### src/uesr_pkg.sv
package uesr_pkg;

   // ******************************
   // Register offsets
   // ******************************
   localparam logic [15:0] UESR_OFF_THRESH = 16'h2C03;
   localparam logic [15:0] UESR_OFF_BUSST  = 16'h2C08;
   localparam logic [15:0] UESR_OFF_SRC    = 16'h2C0A;
   localparam logic [15:0] UESR_OFF_EPSUM  = 16'h2C0C;

   // ******************************
   // Reset values and fields
   // ******************************
   localparam logic [3:0] UESR_THRESH_RST = 4'h3;
   localparam logic [7:0] UESR_ZERO8      = 8'h00;
   localparam int UESR_BUSRST_BIT  = 0;
   localparam int UESR_HALT_BIT    = 6;
   localparam int UESR_CONF_BIT    = 5;
   localparam int UESR_SUSP_BIT    = 4;
   localparam int UESR_INTF_BIT    = 3;
   localparam int UESR_SETUP_BIT   = 2;
   localparam logic [7:0] UESR_SRC_MASK = 8'h7C;

   // ******************************
   // Timing
   // ******************************
   localparam int UESR_CLK_HZ       = 25000000;
   localparam int UESR_IDLE_MS      = 3;
   localparam int UESR_SUSP_MS      = 2;
   localparam int UESR_IDLE_CYC     = UESR_CLK_HZ / 1000 * UESR_IDLE_MS;
   localparam int UESR_SUSP_CYC     = UESR_CLK_HZ / 1000 * UESR_SUSP_MS;
   localparam int UESR_TMR_W        = 17;

   // ******************************
   // Carriers
   // ******************************
   typedef struct packed {
      logic        wr;
      logic        rd;
      logic [15:0] addr;
      logic [7:0]  wdata;
   } uesr_bus_req_type;

   typedef struct packed {
      logic halt_clear;
      logic config_set;
      logic intf_set;
      logic setup_rx;
      logic bus_reset;
   } uesr_evt_type;

   typedef enum logic [1:0] {
      UESR_ST_ACTIVE = 2'b00,
      UESR_ST_IDLE   = 2'b01,
      UESR_ST_WAIT   = 2'b10,
      UESR_ST_SUSP   = 2'b11
   } uesr_susp_type;

endpackage

### src/uesr_status_regs.sv
`timescale 1ns/1ps
`default_nettype none
module uesr_status_regs
   import uesr_pkg::*;
#(
   parameter int IDLE_CYC = UESR_IDLE_CYC,
   parameter int SUSP_CYC = UESR_SUSP_CYC
) (
   // Clock and reset
   input  wire logic             i_clk_sys,
   input  wire logic             i_sys_rst,
   // Register bus
   input  wire uesr_bus_req_type i_bus,
   output logic [7:0]            o_rdata,
   // Core events
   input  wire uesr_evt_type     i_evt,
   input  wire logic             i_core_reset,
   input  wire logic             i_bus_idle,
   input  wire logic             i_bus_status_mask,
   // Endpoint interrupt sources, index 2n read, 2n+1 write
   input  wire logic [7:0]       i_ep_irq_raw,
   input  wire logic [7:0]       i_ep_irq_en,
   // Read FIFO
   input  wire logic [4:0]       i_fifo_free_words,
   input  wire logic [4:0]       i_buf_len_words,
   input  wire logic             i_buf_last,
   output logic                  o_prefetch_req,
   // Control endpoint actions
   output logic                  o_ep0_disable,
   output logic                  o_control_out_flush,
   output logic                  o_control_in_flush,
   output logic                  o_endpoint_flush_flag,
   // PHY
   output logic                  o_phy_fs,
   // Interrupt controller
   output logic                  o_top_bus_status,
   output logic [7:0]            o_src_irq,
   output logic [7:0]            o_endpoint_irq_group
);

   // ******************************
   // Storage
   // ******************************
   logic [3:0] thresh_r;
   logic [7:0] busst_r;
   logic [7:0] src_r;
   logic [7:0] src_nxt;
   logic [7:0] epsum_r;
   logic       core_reset_d_r;
   logic       setup_rearm_r;
   logic       phy_fs_w;
   logic       suspend_pulse;
   logic [4:0] trip_level;

   function automatic logic hit(input logic [15:0] a, input logic [15:0] off);
      return a == off;
   endfunction

   // ******************************
   // Suspend timer
   // ******************************
   uesr_suspend_timer #(
      .IDLE_CYC (IDLE_CYC),
      .SUSP_CYC (SUSP_CYC)
   ) u_susp (
      .i_clk_sys       (i_clk_sys),
      .i_sys_rst       (i_sys_rst),
      .i_bus_idle      (i_bus_idle),
      .o_phy_fs        (phy_fs_w),
      .o_suspend_pulse (suspend_pulse)
   );

   always_ff @(posedge i_clk_sys) begin
      if (i_sys_rst) begin
         o_phy_fs <= 1'b0;
      end else begin
         o_phy_fs <= phy_fs_w;
      end
   end

   // ******************************
   // Prefetch threshold
   // ******************************
   always_ff @(posedge i_clk_sys) begin
      if (i_sys_rst) begin
         thresh_r <= UESR_THRESH_RST;
      end else if (i_bus.wr && hit(i_bus.addr, UESR_OFF_THRESH)) begin
         thresh_r <= i_bus.wdata[3:0];
      end
   end

   assign trip_level = {1'b0, thresh_r} + 5'h1;

   // Short last buffer cannot ever fill the trip level, so it goes at once
   always_ff @(posedge i_clk_sys) begin
      if (i_sys_rst) begin
         o_prefetch_req <= 1'b0;
      end else if (i_buf_last && (i_buf_len_words < trip_level)) begin
         o_prefetch_req <= 1'b1;
      end else begin
         o_prefetch_req <= (i_fifo_free_words >= trip_level);
      end
   end

   // ******************************
   // Bus status
   // ******************************
   always_ff @(posedge i_clk_sys) begin
      if (i_sys_rst) begin
         core_reset_d_r <= 1'b0;
      end else begin
         core_reset_d_r <= i_core_reset;
      end
   end

   always_ff @(posedge i_clk_sys) begin
      if (i_sys_rst) begin
         busst_r <= UESR_ZERO8;
      end else begin
         busst_r[7:1] <= 7'h00;
         if (core_reset_d_r && !i_core_reset) begin
            busst_r[UESR_BUSRST_BIT] <= 1'b1;
         end else if (i_bus.wr && hit(i_bus.addr, UESR_OFF_BUSST)
                      && i_bus.wdata[UESR_BUSRST_BIT]) begin
            busst_r[UESR_BUSRST_BIT] <= 1'b0;
         end
      end
   end

   always_ff @(posedge i_clk_sys) begin
      if (i_sys_rst) begin
         o_top_bus_status <= 1'b0;
      end else begin
         o_top_bus_status <= busst_r[UESR_BUSRST_BIT] & ~i_bus_status_mask;
      end
   end

   // ******************************
   // Protocol event source
   // ******************************
   always_comb begin
      src_nxt = src_r;
      if (i_bus.wr && hit(i_bus.addr, UESR_OFF_SRC)) begin
         src_nxt = src_r & ~i_bus.wdata;
      end
      if (i_evt.halt_clear) begin
         src_nxt[UESR_HALT_BIT] = 1'b1;
      end
      if (i_evt.config_set) begin
         src_nxt[UESR_CONF_BIT] = 1'b1;
      end
      if (suspend_pulse) begin
         src_nxt[UESR_SUSP_BIT] = 1'b1;
      end
      if (i_evt.intf_set) begin
         src_nxt[UESR_INTF_BIT] = 1'b1;
      end
      // A repeat setup shows as one low cycle so the edge is seen again
      if (i_evt.setup_rx) begin
         src_nxt[UESR_SETUP_BIT] = ~src_r[UESR_SETUP_BIT];
      end else if (src_r[UESR_SETUP_BIT] == 1'b0 && setup_rearm_r) begin
         src_nxt[UESR_SETUP_BIT] = 1'b1;
      end
      src_nxt = src_nxt & UESR_SRC_MASK;
   end

   always_ff @(posedge i_clk_sys) begin
      if (i_sys_rst) begin
         setup_rearm_r <= 1'b0;
      end else begin
         setup_rearm_r <= i_evt.setup_rx && src_r[UESR_SETUP_BIT];
      end
   end

   always_ff @(posedge i_clk_sys) begin
      if (i_sys_rst) begin
         src_r     <= UESR_ZERO8;
         o_src_irq <= UESR_ZERO8;
      end else begin
         src_r     <= src_nxt;
         o_src_irq <= src_nxt;
      end
   end

   // ******************************
   // Setup side effects
   // ******************************
   always_ff @(posedge i_clk_sys) begin
      if (i_sys_rst) begin
         o_ep0_disable         <= 1'b0;
         o_control_out_flush   <= 1'b0;
         o_control_in_flush    <= 1'b0;
         o_endpoint_flush_flag <= 1'b0;
      end else begin
         o_ep0_disable         <= i_evt.setup_rx;
         o_control_out_flush   <= i_evt.setup_rx;
         o_control_in_flush    <= i_evt.setup_rx;
         o_endpoint_flush_flag <= i_evt.setup_rx;
      end
   end

   // ******************************
   // Endpoint summary
   // ******************************
   genvar g;
   generate
      for (g = 0; g < 8; g++) begin : g_ep
         always_ff @(posedge i_clk_sys) begin
            if (i_sys_rst) begin
               epsum_r[g] <= 1'b0;
            end else begin
               epsum_r[g] <= i_ep_irq_raw[g] & i_ep_irq_en[g];
            end
         end
      end
   endgenerate

   always_ff @(posedge i_clk_sys) begin
      if (i_sys_rst) begin
         o_endpoint_irq_group <= UESR_ZERO8;
      end else begin
         o_endpoint_irq_group <= epsum_r;
      end
   end

   // ******************************
   // Read data
   // ******************************
   always_ff @(posedge i_clk_sys) begin
      if (i_sys_rst) begin
         o_rdata <= UESR_ZERO8;
      end else if (i_bus.rd) begin
         if (hit(i_bus.addr, UESR_OFF_THRESH)) begin
            o_rdata <= {4'h0, thresh_r};
         end else if (hit(i_bus.addr, UESR_OFF_BUSST)) begin
            o_rdata <= busst_r;
         end else if (hit(i_bus.addr, UESR_OFF_SRC)) begin
            o_rdata <= src_r;
         end else if (hit(i_bus.addr, UESR_OFF_EPSUM)) begin
            o_rdata <= epsum_r;
         end else begin
            o_rdata <= UESR_ZERO8;
         end
      end
   end

endmodule
`default_nettype wire

### src/uesr_suspend_timer.sv
`timescale 1ns/1ps
`default_nettype none
module uesr_suspend_timer
   import uesr_pkg::*;
#(
   parameter int IDLE_CYC = UESR_IDLE_CYC,
   parameter int SUSP_CYC = UESR_SUSP_CYC
) (
   // Clock and reset
   input  wire logic i_clk_sys,
   input  wire logic i_sys_rst,
   // Line state
   input  wire logic i_bus_idle,
   // Results
   output logic      o_phy_fs,
   output logic      o_suspend_pulse
);

   uesr_susp_type           state_r;
   logic [UESR_TMR_W-1:0]   cnt_r;

   // ******************************
   // Idle and suspend timing
   // ******************************
   always_ff @(posedge i_clk_sys) begin
      o_suspend_pulse <= 1'b0;
      if (i_sys_rst) begin
         state_r  <= UESR_ST_ACTIVE;
         cnt_r    <= '0;
         o_phy_fs <= 1'b0;
      end else if (!i_bus_idle) begin
         state_r  <= UESR_ST_ACTIVE;
         cnt_r    <= '0;
         o_phy_fs <= 1'b0;
      end else begin
         case (state_r)
            UESR_ST_ACTIVE: begin
               state_r <= UESR_ST_IDLE;
               cnt_r   <= UESR_TMR_W'(1);
            end
            UESR_ST_IDLE: begin
               if (cnt_r >= UESR_TMR_W'(IDLE_CYC)) begin
                  state_r  <= UESR_ST_WAIT;
                  o_phy_fs <= 1'b1;
                  cnt_r    <= UESR_TMR_W'(1);
               end else begin
                  cnt_r <= cnt_r + UESR_TMR_W'(1);
               end
            end
            UESR_ST_WAIT: begin
               if (cnt_r >= UESR_TMR_W'(SUSP_CYC)) begin
                  state_r         <= UESR_ST_SUSP;
                  o_suspend_pulse <= 1'b1;
               end else begin
                  cnt_r <= cnt_r + UESR_TMR_W'(1);
               end
            end
            UESR_ST_SUSP: begin
               state_r <= UESR_ST_SUSP;
            end
            default: begin
               state_r <= UESR_ST_ACTIVE;
            end
         endcase
      end
   end

endmodule
`default_nettype wire

### config.mk
export PLATFORM = sky130hd
export DESIGN_NAME = uesr_status_regs
export DESIGN_NICKNAME = d
export VERILOG_FILES = /design/src/uesr_pkg.sv /design/src/uesr_status_regs.sv /design/src/uesr_suspend_timer.sv
export SDC_FILE = /design/constraint.sdc
export NUM_CORES = 1
export LEC_CHECK = 0
export ABC_AREA = 1
export BUFFER_PORTS_ARGS = -buffer_cell sky130_fd_sc_hd__buf_4
export CORE_ASPECT_RATIO = 2
export CORE_MARGIN = 1.5
export CORE_UTILIZATION = 52
export DETAILED_ROUTE_END_ITERATION = 8
export PLACE_DENSITY = 0.87
export SYNTH_ARGS = -nofsm -noshare
export SYNTH_HDL_FRONTEND = slang
export SYNTH_SLANG_ARGS = --single-unit
export TNS_END_PERCENT = 10
### constraint.sdc
create_clock -name i_clk_sys -period 2.2 [get_ports i_clk_sys]
set_input_delay 0.11 -clock i_clk_sys [delete_from_list [all_inputs] [get_ports i_clk_sys]]
set_output_delay 0.11 -clock i_clk_sys [all_outputs]
set_load 0.005 [all_outputs]
==> results.py, run 1 <==
metrics = {
    "worst_setup_path": {
        "r2r_slack_ps": 390,
        "arrival_ps": 2040,
        "critPathMaxFanout": 4,
        "max_stage_delay_ps": 360,
        "crit_type": "reg -> reg",
        "timing.rr.start": "u_susp.cnt_r[1]",
        "cp-end-kind": "flop",
        "required_ps": 2420,
        "crit-reg2reg-capture": "u_susp.cnt_r[14]",
        "cp_common_cell": "nand2_1",
        "crit_path_top_delay_cell": "dfxtp_1",
        "reg2regPathDepth": 10,
        "worstPathCellList": "ha_1 > nand2_1 > nor3_1 > nand2_1 > nor2_1 > nand2_1 > nand3_2 > nand2_1 > nand2_1 > nor2_2",
        "critical_path.startpoint_type": "flop",
    },
    "floorplan": {
        "die_h_um": 117,
        "core-area_sq_mm": 0.00626,
        "dieArea_sq_mm": 0.00697,
        "die_w_um": 59.8,
        "rows": 41,
        "ios": 94,
        "initial_utilization": 0.536,
    },
    "outcome": {
        "status": "finished, final reports clean",
    },
    "routing": {
        "drtAntennaViolNets": 0,
        "drt_iter0_markers": 199,
        "detail_route.first_pass.iterations": 4,
        "routed_wl_mm": 9.50,
        "vias_per_cell": 5.27,
        "wl_per_cell_um": 14.2,
        "num_vias": 3527,
        "drc": 0,
    },
    "sta": {
        "finalHoldViolCount": 0,
        "fin_crit_sh": 0.825,
        "fin_ws_ps": 385,
        "worst_pin_slew_ps": 556,
        "max_clock_freq_mhz": 551,
        "slew_violations": 0,
        "finalClockSkew_ps": 4.27,
        "setup_violations": 0,
        "rsz0062_at_grt": "false",
        "period_minus_slack_ps": 1810,
        "maxSlewHeadroom": 0.629,
        "setup_tns_ps": 0,
    },
    "min_path": {
        "hold_path.class": "in -> reg",
        "hold_start": "i_ep_irq_en[3]",
        "whs_path_depth": 3,
        "hold-path-endpoint": "epsum_r[3]",
    },
    "global_route": {
        "gr-usage-all-layers": 0.276,
        "grt_max_degree": 35,
        "antenna_found_initial": 0,
        "grt_overflow_total": 0,
        "grt_pass1_wl_mm": 14.5,
        "grt_pass1_vias": 3428,
    },
    "final_layout": {
        "diodes": 0,
        "drive_gt1_frac": 0.240,
        "multi_input_area_sq_mm": 0.00173,
        "final_common_cell": "nand2_1",
        "fin_util": 0.703,
        "final_nets": 656,
        "syn_to_final_growth_pct": 31.1,
        "filler_cell_count": 503,
        "final-seq-area_sq_mm": 0.00122,
        "layout_common_cells": "nand2_1 (115), buf_4 (90), inv_1 (73)",
        "design_area_sq_mm": 0.00440,
    },
    "place": {
        "preCtsSetupSlack_ps": 431,
        "port_buffers": 88,
        "placed_cell_area_sq_mm": 0.00403,
        "dp_hpwl_mm": 6.83,
        "place_congestion": 0.952,
    },
    "synthesis": {
        "async_reset_ff_frac": 0,
        "synth_ff_type": "dfxtp_1",
        "synthSimpleGateAreaFrac": 0.358,
        "synth_compound_area_frac": 0.0850,
        "synthMuxAreaShare": 0,
        "ys_ff_latch": 61,
        "yosys_warnings": 0,
        "synth-xor-area-share": 0.0130,
        "synth_edf_count": 0,
        "synth_top_family_by_area": "simple AND/OR/NAND/NOR gates",
        "synth-adder-area-share": 0.0559,
        "synthDistinctLibCells": 36,
        "avgSynthCellArea_sq_um": 6.86,
        "syn_area_sq_mm": 0.00336,
        "syn_inst": 489,
        "synth_seq_area_share": 0.364,
    },
    "cts": {
        "clk_path_buf_depth": 2,
        "clock_latency_ps": 330,
        "htree_levels": 3,
        "cts.reportedPaths.clkPinSlew_ps": 50,
        "cts-root-buf": "clkbuf_16",
        "cts.sinks": 61,
        "cts_buffers": 9,
        "cts_tree": "yes",
        "cts_resized": 0,
    },
    "power": {
        "power.leakage_nw": 2.05,
        "powerDensity_mw_per_mm2": 685,
        "vdd_drop_max_uv": 430,
    },
    "job": {
        "cap_viol_max_count": 0,
    },
}
repair_timing:
action / 4_1_cts / 5_1_grt
buffers inserted: 0 / 0
endpoints found under the hold margin: 3 / 0
hold buffers: 4 / 0
critical path, delay by kind of cell (launching register included):
kind                       cells  cell delay [ps]
adders and majority gates      1              190
DFF                            1              360
and+or+nand+nor                9             1160
routing by layer:
layer | vias up | track usage | part of all wire
met1 | 1622 | 0.240 | 0.33
met2 | 156 | 0.525 | 0.57
met4 | 0 | 0.170 | 0.042
met5 | - | 0 | 0
met3 | 38 | 0.0709 | 0.056
li1 | 1711 | - | -
worst max path at each step:
stage	startpoint	to	slack, ps	cells past startpoint
2_1_floorplan	thresh_r[0]	o_prefetch_req	670	8
6_report	u_susp.cnt_r[1]	u_susp.cnt_r[14]	390	10
3_5_place_dp	thresh_r[0]	o_prefetch_req	430	8
4_1_cts	thresh_r[0]	o_prefetch_req	420	8
5_1_grt	u_susp.cnt_r[0]	u_susp.cnt_r[14]	210	10
3_3_place_gp	thresh_r[0]	o_prefetch_req	440	8
synthesized netlist by cell type (2+ instances only):
cell type    n  area, sq um
xor2_1       4         35.0
dfxtp_1     61         1220
o31ai_1      2         15.0
inv_2        3         11.3
nand2_1    115          432
clkbuf_1     6         22.5
nand4_1     11         68.8
o21bai_1     2         15.0
buf_4        6         45.0
nand3_2      6         60.1
a21oi_1     25          125
o21ai_0     14         70.1
nor3_1       5         25.0
nor2_4       3         33.8
a21oi_2      2         17.5
ha_1        15          188
nor2_2       8         50.1
o21a_1       2         15.0
nand3_1     45          225
nor2_1      55          206
inv_1       73          274
buf_6        4         45.0
nand2_2      8         50.1
nand3b_1     2         15.0
state kept, by name, indices dropped and copies added, names as in the netlist, 2 cells and up:
signal / cells
o_rdata: 8
o_endpoint_irq_group: 8
u_susp.cnt_r: 17
src_r: 5
thresh_r: 4
u_susp.state_r: 2
epsum_r: 8
where the power goes:
group          total [W]  internal, W  switching, W
Clock            0.00156      0.00105      0.000511
Combinational   0.000300     0.000145      0.000156
Sequential       0.00115      0.00113     0.0000179
per-stage QoR:
stage	hold WS [ps]	total power [W]	cells
2_1_floorplan	182	0.00133	491
6_report	9.83	0.00302	669
3_3_place_gp	270	0.00145	649
3_5_place_dp	275	0.00146	649
5_1_grt	16.0	0.00311	669
4_1_cts	7.58	0.00302	669
cell type report:
cell class / count / area share
Clock buffer: 11 / 0.0574
Clock inverter: 5 / 0.0188
Inverter: 77 / 0.0662
Timing Repair Buffer: 94 / 0.163
Sequential cell: 61 / 0.278
Tap cell: 86 / 0.0245
Multi-Input combinational cell: 335 / 0.393
kinds of logic (layout without fill, tap and decap cells):
logic type               Yosys count  count (layout)
buffers and inverters             95             187
XOR/XNOR                           5               5
AO/OA/AOI/OAI                     51              51
AND/OR/NAND/NOR                  261             261
adder cells (fa/ha/maj)           15              15
other                              1               3
flip-flops                        61              61
Note: power is estimated with default switching activity, not from simulation.
==> inputs of run 2 (changes only) <==
clock period = 1.79 ns   (was 2.2 ns; I/O delays follow)
==> results.py, run 2 (same netlist as run 1, synthesis figures left out) <==
metrics = {
    "outcome": {
        "status": "finished with violations",
        "violations": "negative hold slack",
    },
    "floorplan": {
        "ios": 94,
        "rows": 41,
        "die_h_um": 117,
        "dieArea_sq_mm": 0.00697,
        "initial_utilization": 0.536,
        "die_w_um": 59.8,
        "core-area_sq_mm": 0.00626,
    },
    "min_path": {
        "whs_path_depth": 3,
        "hold-path-endpoint": "epsum_r[1]",
        "hold_path.class": "in -> reg",
        "hold_start": "i_ep_irq_en[1]",
    },
    "routing": {
        "drt_iter0_markers": 162,
        "routed_wl_mm": 9.70,
        "num_vias": 3629,
        "drtAntennaViolNets": 0,
        "detail_route.first_pass.iterations": 5,
        "wl_per_cell_um": 14.2,
        "vias_per_cell": 5.32,
        "drc": 0,
    },
    "power": {
        "power_frac_clock": 0.485,
        "p_int_w": 0.00270,
        "switching_power_w": 0.000810,
        "power.leakage_nw": 2.11,
        "vdd_drop_max_uv": 678,
        "powerDensity_mw_per_mm2": 783,
        "pwr-share-comb": 0.111,
        "swShare": 0.231,
        "pwr-share-seq": 0.404,
        "finalPower_w": 0.00351,
    },
    "sta": {
        "fin_crit_sh": 0.955,
        "finalHoldViolCount": 1,
        "rsz0062_at_grt": "false",
        "setup_tns_ps": 0,
        "max_clock_freq_mhz": 585,
        "hold_slack_ps": -4.83,
        "period_minus_slack_ps": 1710,
        "setup_violations": 0,
        "slew_violations": 0,
        "finalClockSkew_ps": 7.92,
    },
    "job": {
        "cap_viol_max_count": 0,
    },
    "final_layout": {
        "final-seq-area_sq_mm": 0.00122,
        "filler_cell_count": 471,
        "registers.top_by_ff_count": "u_susp.cnt_r",
        "multi_input_area_sq_mm": 0.00173,
        "diodes": 0,
        "final_nets": 669,
        "final_common_cell": "nand2_1",
        "layout_common_cells": "nand2_1 (115), buf_4 (97), inv_1 (73)",
        "drive_gt1_frac": 0.250,
        "largest_reg_flops": 17,
        "syn_to_final_growth_pct": 33.7,
    },
    "worst_setup_path": {
        "arrival_ps": 1920,
        "required_ps": 2000,
        "cp-end-kind": "flop",
        "crit-reg2reg-capture": "o_prefetch_req",
        "timing.rr.start": "thresh_r[1]",
        "crit_path_top_delay_cell": "dfxtp_2",
        "r2r_slack_ps": 80,
        "crit_type": "reg -> reg",
        "max_stage_delay_ps": 340,
        "worstPathCellList": "ha_1 > inv_1 > ha_1 > a21boi_0 > o21ai_1 > nand3b_1 > a21oi_1 > a21oi_1",
        "critPathMaxFanout": 4,
        "reg2regPathDepth": 8,
        "critical_path.startpoint_type": "flop",
    },
    "cts": {
        "cts_tree": "yes",
        "htree_levels": 3,
        "cts_buffers": 9,
        "cts-root-buf": "clkbuf_16",
        "post_cts_buffers": 0,
        "cts.reportedPaths.clkPinSlew_ps": 50,
        "cts.sinks": 61,
        "clock_latency_ps": 330,
        "clk_path_buf_depth": 2,
    },
    "global_route": {
        "gr-usage-all-layers": 0.286,
        "use_met3": 0.0609,
        "grt.met2_usage": 0.557,
        "grt_overflow_total": 0,
        "grt_pass1_vias": 3598,
        "grt_pass1_wl_mm": 15.0,
        "use_met1": 0.230,
        "antenna_found_initial": 0,
        "grt_max_degree": 34,
        "busiest_layer": "met2",
    },
    "place": {
        "port_buffers": 88,
        "place_congestion": 0.956,
        "dp_hpwl_mm": 7.15,
    },
}
==> run 2: worst max path at each step <==
| stage | startpoint | end | slack, ps | depth (start not counted) |
|---|---|---|---|---|
| after floorplan | thresh_r[0] | o_prefetch_req | 260 | 8 |
| after global placement | thresh_r[1] | o_prefetch_req | 140 | 8 |
| after detailed placement | thresh_r[1] | o_prefetch_req | 30 | 8 |
| after CTS | thresh_r[1] | o_prefetch_req | 20 | 8 |
| after global routing | u_susp.cnt_r[13] | u_susp.cnt_r[15] | 20 | 12 |
| final | thresh_r[1] | o_prefetch_req | 80 | 8 |
==> run 2: through the flow <==
step / setup slack [ps] / util / hold slack, ps / instance area (sq um) / std cells
after floorplan: 260 / - / 161 / 3360 / 491
after global routing: 16.8 / 0.717 / 0.774 / 4490 / 682
after detailed placement: 29.1 / 0.655 / 248 / 4100 / 657
after CTS: 17.0 / 0.716 / 0.0487 / 4480 / 682
after global placement: 136 / 0.655 / 249 / 4100 / 657
final: 79.7 / 0.717 / -4.83 / 4490 / 682
==> run 2: power groups by stage <==
stage / logic (W) / clock network (W) / registers (W)
after global routing: 0.000429 / 0.00177 / 0.00142
after global placement: 0.000356 / 0 / 0.00144
after floorplan: 0.000187 / 0 / 0.00144
after detailed placement: 0.000367 / 0 / 0.00145
final: 0.000391 / 0.00170 / 0.00142
after CTS: 0.000387 / 0.00171 / 0.00142
==> run 2: critical path: cells and delay by family (launching register included) <==
kind	cells	cell delay (ps)
AOI/OAI and AO/OA	4	490
and+or+nand+nor	1	100
adders and majority gates	2	590
DFF	1	340
buffers and inverters	1	80
==> run 2: final cells by class <==
cell class / count / area share
inverter: 77 / 0.0650
tap: 86 / 0.0240
clock buffer: 12 / 0.0549
clock inverter: 4 / 0.0106
timing repair buffer: 107 / 0.187
sequential: 61 / 0.273
multi-input combinational: 335 / 0.386
==> run 2: per-layer routing <==
layer | wire length (um) | vias up
li1 | - | 1742
met1 | 3030 | 1650
met2 | 5430 | 176
met3 | 600 | 61
met4 | 641 | 0
met5 | 0 | -
==> run 2: timing repair <==
| item | 4_1_cts | 5_1_grt |
|---|---|---|
| endpoints found under the setup margin | 0 | 2 |
| gates resized for setup | 0 | 4 |
| hold endpoints to repair | 7 | 0 |
| hold buffers | 9 | 0 |
